===== config.mk =====
export PLATFORM = sky130hd
export DESIGN_NAME = tce_capture_channel
export DESIGN_NICKNAME = d
export VERILOG_FILES = /design/src/design/tce_pkg.sv /design/src/design/tce_capture_channel.sv /design/src/design/tce_pin_edge.sv
export SDC_FILE = /design/constraint.sdc
export NUM_CORES = 1
export LEC_CHECK = 0
export BUFFER_PORTS_ARGS = -buffer_cell sky130_fd_sc_hd__buf_4
export CAP_MARGIN = 25
export CORE_MARGIN = 2
export CORE_UTILIZATION = 25
export DETAILED_ROUTE_END_ITERATION = 8
export GPL_TIMING_DRIVEN = 0
export SYNTH_ARGS = -nofsm -noshare
export SYNTH_HDL_FRONTEND = slang
export SYNTH_HIERARCHICAL = 1
export SYNTH_SLANG_ARGS = --single-unit

===== constraint.sdc =====
create_clock -name clk -period 3.7 [get_ports clk]
set_input_delay 0.925 -clock clk [delete_from_list [all_inputs] [get_ports clk]]
set_output_delay 0.925 -clock clk [all_outputs]
set_load 0.005 [all_outputs]

===== src/design/tce_pkg.sv =====
// Shared constants and types for the timer event capture channel
package tce_pkg;

    // ------------------------------------------------------------
    // Widths
    // ------------------------------------------------------------
    localparam int ADDR_W  = 4;
    localparam int DATA_W  = 8;
    localparam int TIMER_W = 16;
    localparam int MODE_W  = 4;
    localparam int PRESC_W = 4;

    // ------------------------------------------------------------
    // Register offsets
    // ------------------------------------------------------------
    localparam logic [ADDR_W-1:0] OFS_CONTROL  = 4'h0;
    localparam logic [ADDR_W-1:0] OFS_CAP_LOW  = 4'h1;
    localparam logic [ADDR_W-1:0] OFS_CAP_HIGH = 4'h2;
    localparam logic [ADDR_W-1:0] OFS_STATUS   = 4'h3;
    localparam logic [ADDR_W-1:0] OFS_CLEAR    = 4'h4;
    localparam logic [ADDR_W-1:0] OFS_ENABLE   = 4'h5;

    // ------------------------------------------------------------
    // Field positions and reset values
    // ------------------------------------------------------------
    localparam int                 FLAG_BIT    = 0;
    localparam logic [DATA_W-1:0]  CTRL_RESET  = 8'h00;
    localparam logic [DATA_W-1:0]  READ_ZERO   = 8'h00;
    localparam logic [TIMER_W-1:0] CAP_RESET   = 16'h0000;
    localparam logic [PRESC_W-1:0] PRESC_RESET = 4'h0;
    localparam logic [PRESC_W-1:0] PRESC_STEP  = 4'h1;

    // ------------------------------------------------------------
    // Mode codes of capture_mode_select
    // ------------------------------------------------------------
    localparam logic [MODE_W-1:0] MODE_OFF    = 4'h0;
    localparam logic [MODE_W-1:0] MODE_FALL   = 4'h4;
    localparam logic [MODE_W-1:0] MODE_RISE   = 4'h5;
    localparam logic [MODE_W-1:0] MODE_RISE4  = 4'h6;
    localparam logic [MODE_W-1:0] MODE_RISE16 = 4'h7;

    // Prescaler count on which the Nth rising edge lands
    localparam logic [PRESC_W-1:0] DIV4_MASK = 4'h3;
    localparam logic [PRESC_W-1:0] DIV4_LAST = 4'h3;
    localparam logic [PRESC_W-1:0] DIV16_LAST = 4'hf;

    // ------------------------------------------------------------
    // Carriers
    // ------------------------------------------------------------
    typedef struct packed {
        logic [ADDR_W-1:0] addr;
        logic [DATA_W-1:0] wdata;
        logic              wr;
        logic              rd;
    } tce_bus_req_t;

    typedef struct packed {
        logic [DATA_W-1:0] timer_count_high;
        logic [DATA_W-1:0] timer_count_low;
    } tce_timer_t;

    typedef struct packed {
        logic rise;
        logic fall;
    } tce_edge_t;

endpackage


===== src/design/tce_capture_channel.sv =====
// One input-capture channel: pin events latch the reference timer count
`timescale 1ns/1ps

// What this block does
// - Event copies 16-bit timer into capture pair
// - Mode selects fall, rise, 4th, 16th rise
// - Capture sets the capture event flag
// - Flag stays set until software clears it
// - Newer capture overwrites unread held value
// - Mode change may raise flag; software clears
// - Prescaler held cleared when off or not capturing
// - Every reset clears the prescaler counter
// - Switching prescaler directly keeps its count
// - Instruction-clocked timer freezes during sleep
// - Captures keep working in sleep, external clock
// - Detector watches pin level whatever its direction
// - Zero control write clears compare output latch

module tce_capture_channel
    import tce_pkg::*;
#(
    parameter logic [MODE_W-1:0] CODE_FALL   = MODE_FALL,
    parameter logic [MODE_W-1:0] CODE_RISE   = MODE_RISE,
    parameter logic [MODE_W-1:0] CODE_RISE4  = MODE_RISE4,
    parameter logic [MODE_W-1:0] CODE_RISE16 = MODE_RISE16
)
(
    // Clock and reset
    input  wire logic              clk,
    input  wire logic              rst,
    // Register port
    input  wire tce_bus_req_t      bus_req,
    output logic [DATA_W-1:0]      bus_rdata,
    // Capture pin
    input  wire logic              capture_input_pin,
    // Reference timer
    input  wire tce_timer_t        timer_count,
    input  wire logic              timer_ext_clock,
    output logic                   timer_freeze,
    // Power state
    input  wire logic              sleep,
    // Outputs
    output logic                   compare_latch,
    output logic                   capture_event,
    output logic                   irq
);

    // ------------------------------------------------------------
    // State
    // ------------------------------------------------------------
    typedef struct packed {
        logic [DATA_W-1:0]  channel_control_reg;
        tce_timer_t         capture_value;
        logic               capture_event_flag;
        logic               capture_event_enable;
        logic [PRESC_W-1:0] presc;
        logic               cmp_latch;
        logic               fired;
        logic [DATA_W-1:0]  rdata;
    } tce_chan_state_t;

    tce_chan_state_t    st;
    tce_chan_state_t    next_st;
    tce_edge_t          edges;
    logic [MODE_W-1:0]  mode;
    logic               in_capture;
    logic               fire;
    logic               wr_ctrl;
    logic               wr_clear;

    // ------------------------------------------------------------
    // Pin front end
    // ------------------------------------------------------------
    // Pin level is sampled whatever drives it, so port writes count
    tce_pin_edge u_pin_edge (
        .clk       (clk),
        .rst       (rst),
        .pin_level (capture_input_pin),
        .edges     (edges)
    );

    // ------------------------------------------------------------
    // Event qualification
    // ------------------------------------------------------------
    assign mode       = st.channel_control_reg[MODE_W-1:0];
    assign wr_ctrl    = bus_req.wr && (bus_req.addr == OFS_CONTROL);
    assign wr_clear   = bus_req.wr && (bus_req.addr == OFS_CLEAR) && bus_req.wdata[FLAG_BIT];

    // Only the four capture codes count; zero and all others are idle
    assign in_capture = (mode == CODE_FALL) || (mode == CODE_RISE) ||
                        (mode == CODE_RISE4) || (mode == CODE_RISE16);

    always_comb
    begin
        fire = 1'b0;
        if (mode == CODE_FALL)
        begin
            fire = edges.fall;
        end
        else if (mode == CODE_RISE)
        begin
            fire = edges.rise;
        end
        else if (mode == CODE_RISE4)
        begin
            fire = edges.rise && ((st.presc & DIV4_MASK) == DIV4_LAST);
        end
        else if (mode == CODE_RISE16)
        begin
            fire = edges.rise && (st.presc == DIV16_LAST);
        end
    end

    // ------------------------------------------------------------
    // Next state
    // ------------------------------------------------------------
    always_comb
    begin
        next_st       = st;
        next_st.rdata = READ_ZERO;
        next_st.fired = fire;

        // Register writes
        if (bus_req.wr)
        begin
            case (bus_req.addr)
                OFS_CONTROL:
                begin
                    next_st.channel_control_reg = bus_req.wdata;
                    if (bus_req.wdata == CTRL_RESET)
                    begin
                        next_st.cmp_latch = 1'b0;
                    end
                end
                OFS_CAP_LOW:
                begin
                    next_st.capture_value.timer_count_low = bus_req.wdata;
                end
                OFS_CAP_HIGH:
                begin
                    next_st.capture_value.timer_count_high = bus_req.wdata;
                end
                OFS_ENABLE:
                begin
                    next_st.capture_event_enable = bus_req.wdata[FLAG_BIT];
                end
                default:
                begin
                    next_st.channel_control_reg = st.channel_control_reg;
                end
            endcase
        end

        // Only software clears the flag
        if (wr_clear)
        begin
            next_st.capture_event_flag = 1'b0;
        end

        // Prescaler: held clear outside capture, kept across mode swaps
        if (!in_capture)
        begin
            next_st.presc = PRESC_RESET;
        end
        else if (edges.rise)
        begin
            next_st.presc = st.presc + PRESC_STEP;
        end

        // Capture wins over a same-cycle byte write or flag clear
        if (fire)
        begin
            next_st.capture_value      = timer_count;
            next_st.capture_event_flag = 1'b1;
        end

        // Register reads, answered next cycle
        if (bus_req.rd)
        begin
            case (bus_req.addr)
                OFS_CONTROL:  next_st.rdata = st.channel_control_reg;
                OFS_CAP_LOW:  next_st.rdata = st.capture_value.timer_count_low;
                OFS_CAP_HIGH: next_st.rdata = st.capture_value.timer_count_high;
                OFS_STATUS:   next_st.rdata = {{(DATA_W-1){1'b0}}, st.capture_event_flag};
                OFS_ENABLE:   next_st.rdata = {{(DATA_W-1){1'b0}}, st.capture_event_enable};
                default:      next_st.rdata = READ_ZERO;
            endcase
        end
    end

    // ------------------------------------------------------------
    // State register
    // ------------------------------------------------------------
    // Any reset clears the prescaler with the rest of the state
    always_ff @(posedge clk or posedge rst)
    begin
        if (rst)
        begin
            st <= '0;
        end
        else
        begin
            st <= next_st;
        end
    end

    // ------------------------------------------------------------
    // Outputs
    // ------------------------------------------------------------
    assign bus_rdata     = st.rdata;
    assign compare_latch = st.cmp_latch;
    assign capture_event = st.fired;
    assign irq           = st.capture_event_flag && st.capture_event_enable;

    // Timer on the instruction clock stops in sleep; external keeps going
    assign timer_freeze  = sleep && !timer_ext_clock;

    // ------------------------------------------------------------
    // Checks
    // ------------------------------------------------------------
    a_capture_loads_timer: assert property (
        @(posedge clk) disable iff (rst)
        fire |=> (st.capture_value == $past(timer_count)))
        else $error("capture pair does not hold the timer count");

    a_falling_edge_fires: assert property (
        @(posedge clk) disable iff (rst)
        (mode == CODE_FALL) && edges.fall |=> capture_event && st.capture_event_flag)
        else $error("falling edge in fall mode did not capture");

    a_rise4_skips_edges: assert property (
        @(posedge clk) disable iff (rst)
        (mode == CODE_RISE4) && edges.rise && (st.presc[1:0] != 2'h3) |-> !fire)
        else $error("divide by four captured on a wrong edge");

    a_rising_ignored_fall: assert property (
        @(posedge clk) disable iff (rst)
        (mode == CODE_FALL) && !edges.fall |=> !capture_event)
        else $error("fall mode captured without a falling edge");

    a_flag_set_capture: assert property (
        @(posedge clk) disable iff (rst)
        fire && wr_clear |=> st.capture_event_flag)
        else $error("clear in the capture cycle lost the flag");

    a_flag_stays_set: assert property (
        @(posedge clk) disable iff (rst)
        st.capture_event_flag && !wr_clear |=> st.capture_event_flag)
        else $error("capture flag dropped without a clear");

    a_overwrite_held: assert property (
        @(posedge clk) disable iff (rst)
        st.capture_event_flag && fire |=>
            (st.capture_value.timer_count_low == $past(timer_count.timer_count_low)))
        else $error("second capture did not overwrite held value");

    a_prescaler_idle: assert property (
        @(posedge clk) disable iff (rst)
        !in_capture |=> (st.presc == PRESC_RESET))
        else $error("prescaler not cleared outside capture");

    a_prescaler_kept: assert property (
        @(posedge clk) disable iff (rst)
        wr_ctrl && in_capture && !edges.rise |=> (st.presc == $past(st.presc)))
        else $error("prescaler disturbed by a mode write");

    a_latch_zero_write: assert property (
        @(posedge clk) disable iff (rst)
        wr_ctrl && (bus_req.wdata == CTRL_RESET) |=> !compare_latch ##1 (st.presc == PRESC_RESET))
        else $error("zero control write did not clear latch and prescaler");

    a_irq_from_flag: assert property (
        @(posedge clk) disable iff (rst)
        fire && st.capture_event_enable && !(bus_req.wr && bus_req.addr == OFS_ENABLE) |=> irq)
        else $error("enabled capture did not raise the interrupt");

    a_freeze_sleep: assert property (
        @(posedge clk) disable iff (rst)
        sleep && timer_ext_clock |-> !timer_freeze)
        else $error("external timer frozen in sleep");

    // ------------------------------------------------------------
    // Checks on counting, reads and power state
    // ------------------------------------------------------------

    a_rise_mode_fires: assert property (
        @(posedge clk) disable iff (rst)
        (mode == CODE_RISE) && edges.rise |=> capture_event && st.capture_event_flag)
        else $error("rising edge in rise mode did not capture");

    a_rise16_skips_edges: assert property (
        @(posedge clk) disable iff (rst)
        (mode == CODE_RISE16) && edges.rise && (st.presc != DIV16_LAST) |-> !fire)
        else $error("divide by sixteen captured on a wrong edge");

    a_rise16_fires: assert property (
        @(posedge clk) disable iff (rst)
        (mode == CODE_RISE16) && edges.rise && (st.presc == DIV16_LAST) |=> capture_event)
        else $error("sixteenth rising edge did not capture");

    a_prescaler_counts: assert property (
        @(posedge clk) disable iff (rst)
        in_capture && edges.rise |=> (st.presc == $past(st.presc) + PRESC_STEP))
        else $error("prescaler missed a rising edge");

    a_idle_no_capture: assert property (
        @(posedge clk) disable iff (rst)
        !in_capture |-> !fire)
        else $error("capture taken outside a capture mode");

    a_event_one_cycle: assert property (
        @(posedge clk) disable iff (rst)
        capture_event |=> !capture_event)
        else $error("capture event pulse longer than one cycle");

    a_status_read_flag: assert property (
        @(posedge clk) disable iff (rst)
        bus_req.rd && (bus_req.addr == OFS_STATUS) |=>
            (bus_rdata[FLAG_BIT] == $past(st.capture_event_flag)))
        else $error("status read does not show the flag");

    a_value_held_idle: assert property (
        @(posedge clk) disable iff (rst)
        !fire && !bus_req.wr |=> $stable(st.capture_value))
        else $error("capture pair changed without capture or write");

    a_flag_falls_clear: assert property (
        @(posedge clk) disable iff (rst)
        $fell(st.capture_event_flag) |-> $past(wr_clear))
        else $error("capture flag fell without a clear write");

    a_freeze_instr_clk: assert property (
        @(posedge clk) disable iff (rst)
        sleep && !timer_ext_clock |-> timer_freeze)
        else $error("instruction clocked timer not frozen in sleep");

    a_awake_no_freeze: assert property (
        @(posedge clk) disable iff (rst)
        !sleep |-> !timer_freeze)
        else $error("timer frozen while awake");

endmodule


===== src/design/tce_pin_edge.sv =====
// Pin synchroniser and edge detector for the capture input
`timescale 1ns/1ps

module tce_pin_edge
    import tce_pkg::*;
(
    // Clock and reset
    input  wire logic clk,
    input  wire logic rst,
    // Pin level and registered edges
    input  wire logic pin_level,
    output tce_edge_t edges
);

    typedef struct packed {
        logic      meta;
        logic      sync;
        logic      last;
        tce_edge_t edges;
    } tce_edge_state_t;

    tce_edge_state_t st;
    tce_edge_state_t next_st;

    // ------------------------------------------------------------
    // Synchroniser and edge compare
    // ------------------------------------------------------------
    // First stage feeds only the second; edges look at later stages
    always_comb
    begin
        next_st            = st;
        next_st.meta       = pin_level;
        next_st.sync       = st.meta;
        next_st.last       = st.sync;
        next_st.edges.rise = st.sync & ~st.last;
        next_st.edges.fall = ~st.sync & st.last;
    end

    always_ff @(posedge clk or posedge rst)
    begin
        if (rst)
        begin
            st <= '0;
        end
        else
        begin
            st <= next_st;
        end
    end

    assign edges = st.edges;

endmodule


# After elaboration in Yosys (flattened, before gate mapping)
# Index checks and enable logic that the tools add are counted.
# totals
output_inout_bits,12
reg_bits,44
wordCells,62
in_bits,35
# op_classes
muxes,13
eq_ne,12
n_bitwise,4
reduce_logical,19
add_sub_neg,1
# op_table
op,n
case mux 8 bit (5 select lines),1
equality test 4 x 3 -> 1 bit (second input constant),6
two-way mux 8 bit,3
two-way mux 17 bit,1
two-way mux 16 bit,1
equality test 4 x 2 -> 1 bit (second input constant),2
two-way mux 4 bit,2
AND reduction 2 bit,4
nonzero test 2 bit,4
logical AND 1 bit,6
two-way mux 1 bit,5
adder 4 x 1 -> 4 bit (second input constant),1
equality test 4 x 1 -> 1 bit (second input constant),1
equality test 4 bit (second input constant),1
zero test 4 bit,1
logical OR 1 bit,3
AND 1 bit,2
equality test 2 bit (second input constant),1
inequality test 2 x 1 -> 1 bit (second input constant),1
inverter 1 bit,2
zero test 1 bit,1

# Longest topological paths before layout
# logic_depth
ltp_word,8
mapped_depth,7
depth_no_buf,5

# Modules after synthesis
# The synthesis kept the hierarchy.
# by_module_without_submodules
mod,seq_area_each_um2,cells_per_inst,area_per_inst_um2,n_inst
tce_capture_channel,975.9,159,2025.7,1
tce_pin_edge,125.1,10,158.9,1

# Least setup slack after synthesis
# Ideal clock, no wire load.
# synth_timing
path_kind,input to register
from,input port bus_req[13] in the netlist's numbering
to,register st[16] in the netlist's numbering
stages,5
arrival_ns,2.098
setup_slack_ns,1.477
path_buffers,1
setup_ns,0.125
t_required_ns,3.575
cell_sequence,buf_2 -> nor2_4 -> nand4b_1 -> mux2_2 -> mux2_2
# synth_between
elab_chain_cells,3
# synth_rtl
item,line_no,source
from (decl),tce_capture_channel.sv:32,"input wire tce_bus_req_t bus_req,"
equality test 4 x 1 -> 1 bit,tce_capture_channel.sv:126,case (bus_req.addr)
nonzero test 2 bit (no source line),--,
AND reduction 2 bit (no source line),--,
to (signal assigned),tce_capture_channel.sv:203,st <= next_st;
to (decl),tce_capture_channel.sv:62,tce_chan_state_t st;
# Every way passes these cells.
# A chain may end at the register's enable or synchronous reset.

# Final worst setup path
# layout_timing
from,input port bus_req[13] in the netlist's numbering
to,register st[21] in the netlist's numbering
# Same word-level chain as after synthesis.

==> flow_summary.ini <==
[setup_path]
startpoint_type = input port
worst-r2r-setup-slack_ns = 1.91
worst-path-max-fanout = 8
cp_slowest_cell = nand4b_1
r2r_cells = 7
cp.required_ns = 3.89
critPathMaxStageDelay_ns = 0.48
cp_cell_sequence = buf_2, nor2_4, nand4b_1, mux2_2, mux2_4
path_buf_inv = 1
cp_data_arrival_time_ns = 2.44
timing.rr.start = st[10]
worstReg2RegEnd = st[19]
cp-end-kind = register
critPathKind = in2reg
crit_family = multiplexers

[min_path]
worstHoldEndpoint = u_pin_edge/next_st[2]
worstHoldStart = u_pin_edge/next_st[3]
min_path_type = reg2reg
hold_depth = 0

[sta]
timing.setup.tns_ns = 0
fmax_ghz = 0.446
fin_crit_sh_pct = 60.6
slew_viol_final = 0
period_needed_ns = 2.24
worst_slew_pin_slew_ns = 0.960
rsz0062_at_grt = false
slew_headroom_pct = 35.5
setup_viol = 0
worst_clock_skew_ns = 0.00912
hold_violations = 0

[clocking]
postCtsResizedCells = 0
clk_pin_slew_worst_paths_ns = 0.09
post_cts_buffers = 0
clk_path_buf_depth = 2
cts_tree = built
h-tree-depth = 2
cts_root_buf = clkbuf_8
clock_latency_ns = 0.30
holdBufCountCts = 0
cts_inserted_buffers = 5
clock_sinks = 44

[logic_synthesis]
synthArstFlopShare_pct = 100
synth_seq_cells = 44
yosysSeqAreaShare_pct = 50.4
synth-edff-count = 0
netlist_top_cells_area = dfrtp_1 50%, mux2_2 20%, mux2_4 5.5%
ys_warn_count = 6
syn_area_mm2 = 0.00218
ys.flop_type = dfrtp_1
syn_inst = 169
synth.largest_area_cell = dfrtp_1
syn_nets = 205
yosysTopAreaCellShare_pct = 50.4
syn_avg_cell_area_um2 = 12.9
ys_types = 35

[final_layout]
area_growth_pct = 25.3
fillers = 909
mostFrequentLayoutCells = 54 x buf_4, 44 x dfrtp_1, 39 x mux2_2
final_common_cell = buf_4
antenna_cells = 0
drive_gt1_share_pct = 54.5
nets = 255

[detailed_routing]
antenna_left = 0
vias_per_cell = 4.29
drtIter0Drc = 21
wire_per_inst_um = 13.5
vias = 1407
drc = 0
drt-pass1-iter-count = 4
wirelength_um = 4430

[die]
num_io_pins = 47
core_area_mm2 = 0.00859
dieWidth_um = 97.5
die_h_um = 97.5
start_util_pct = 25.4
fp.dieArea_mm2 = 0.00950
rows = 34

[grt]
overflow = 0
antenna_found_initial = 0
grt_pass1_wl_um = 7280
grt_max_degree = 40
grt.total_usage_pct = 9.77
first_global_vias = 1476

[placed_design]
port_buffers = 43
dpl.hpwl_um = 3210
globalplace.congestion = 0.777

[power]
p_sw_uw = 355
pwr-share-seq_pct = 49.0
ir_drop_v = 0.000228
power.leakage_uw = 0.00127
p_int_uw = 1020
p_total_uw = 1370
pwr-share-comb_pct = 27.6
swShare_pct = 25.9
power.share.clock_pct = 23.4
power.density_mw_per_mm2 = 501

[status]
status = finished clean

[job]
drv_cap = 0
## how the worst max path moves through the flow
stage                               to  depth (start not counted)         from
after global routing      bus_rdata[1]                          5  bus_req[10]
after floorplan                 st[16]                          5  bus_req[13]
after CTS                       st[19]                          5  bus_req[13]
final                           st[21]                          5  bus_req[13]
after detailed placement        st[19]                          5  bus_req[13]
after global placement          st[18]                          5  bus_req[13]
## layout make-up
type                    instances  area (um2)  share of cell area [%]
flip-flops and latches         44        1100                    40.2
multi-input cells             106         948                    34.7
repair buffers                 43         323                    11.8
well taps                     108         135                    4.94
plain buffers                  16         124                    4.53
clock buffers                   7        86.3                    3.16
inverters                       3        11.3                   0.412
clock inverters                 1        7.51                   0.274
## stage by stage
stage,util (%),instance area (um2),std cells,worst slack [ns],hold slack [ns]
6_report,31.8,2740,328,1.46,0.354
5_1_grt,31.8,2740,328,1.34,0.365
4_1_cts,31.8,2740,328,1.43,0.354
3_5_place_dp,30.8,2640,320,1.11,0.335
3_3_place_gp,30.8,2640,320,1.12,0.335
2_1_floorplan,-,2180,169,1.48,0.331
## metal layers
metal  GRT usage (%)  wire (um)
met1            12.8       2120
met2            15.2       2020
met3            3.45        239
met4            2.88         44
met5               0          0
## registers in the layout, summed over array words and instances, names as in the netlist
signal and cells:
bus_rdata 8, u_pin_edge/edges 2, mode 4, st 26, capture_event 1, u_pin_edge/st 1, u_pin_edge/next_st 2
## logic make-up (layout without fill, tap and decap cells)
group           Yosys count  after routing  share of synthesized area, %
mux                      50             50                          27.0
flops                    44             44                          50.4
simple gates             37             37                          9.62
buf+inv                  19             70                          6.19
compound gates           14             14                          4.81
xor+xnor                  3              3                          1.20
fa+ha+maj                 1              1                         0.573
other cells               1              1                         0.172
## power groups by stage
| stage | combinational [uW] | sequential, uW | clock (uW) |
|---|---|---|---|
| 2_1_floorplan | 305 | 655 | 0 |
| 3_3_place_gp | 373 | 676 | 0 |
| 3_5_place_dp | 383 | 680 | 0 |
| 4_1_cts | 384 | 670 | 328 |
| 5_1_grt | 418 | 688 | 349 |
| 6_report | 378 | 671 | 321 |
## cells in the mapped netlist, drive strengths merged (3+ instances only)
| master | instances |
|---|---|
| nand3 | 3 |
| mux2 | 48 |
| dfrtp | 44 |
| buf | 16 |
| nor2b | 3 |
| inv | 3 |
| a22oi | 7 |
| nand2 | 5 |
| nor3 | 3 |
| nor2 | 14 |
No activity file was read; power rests on OpenSTA's default activity.
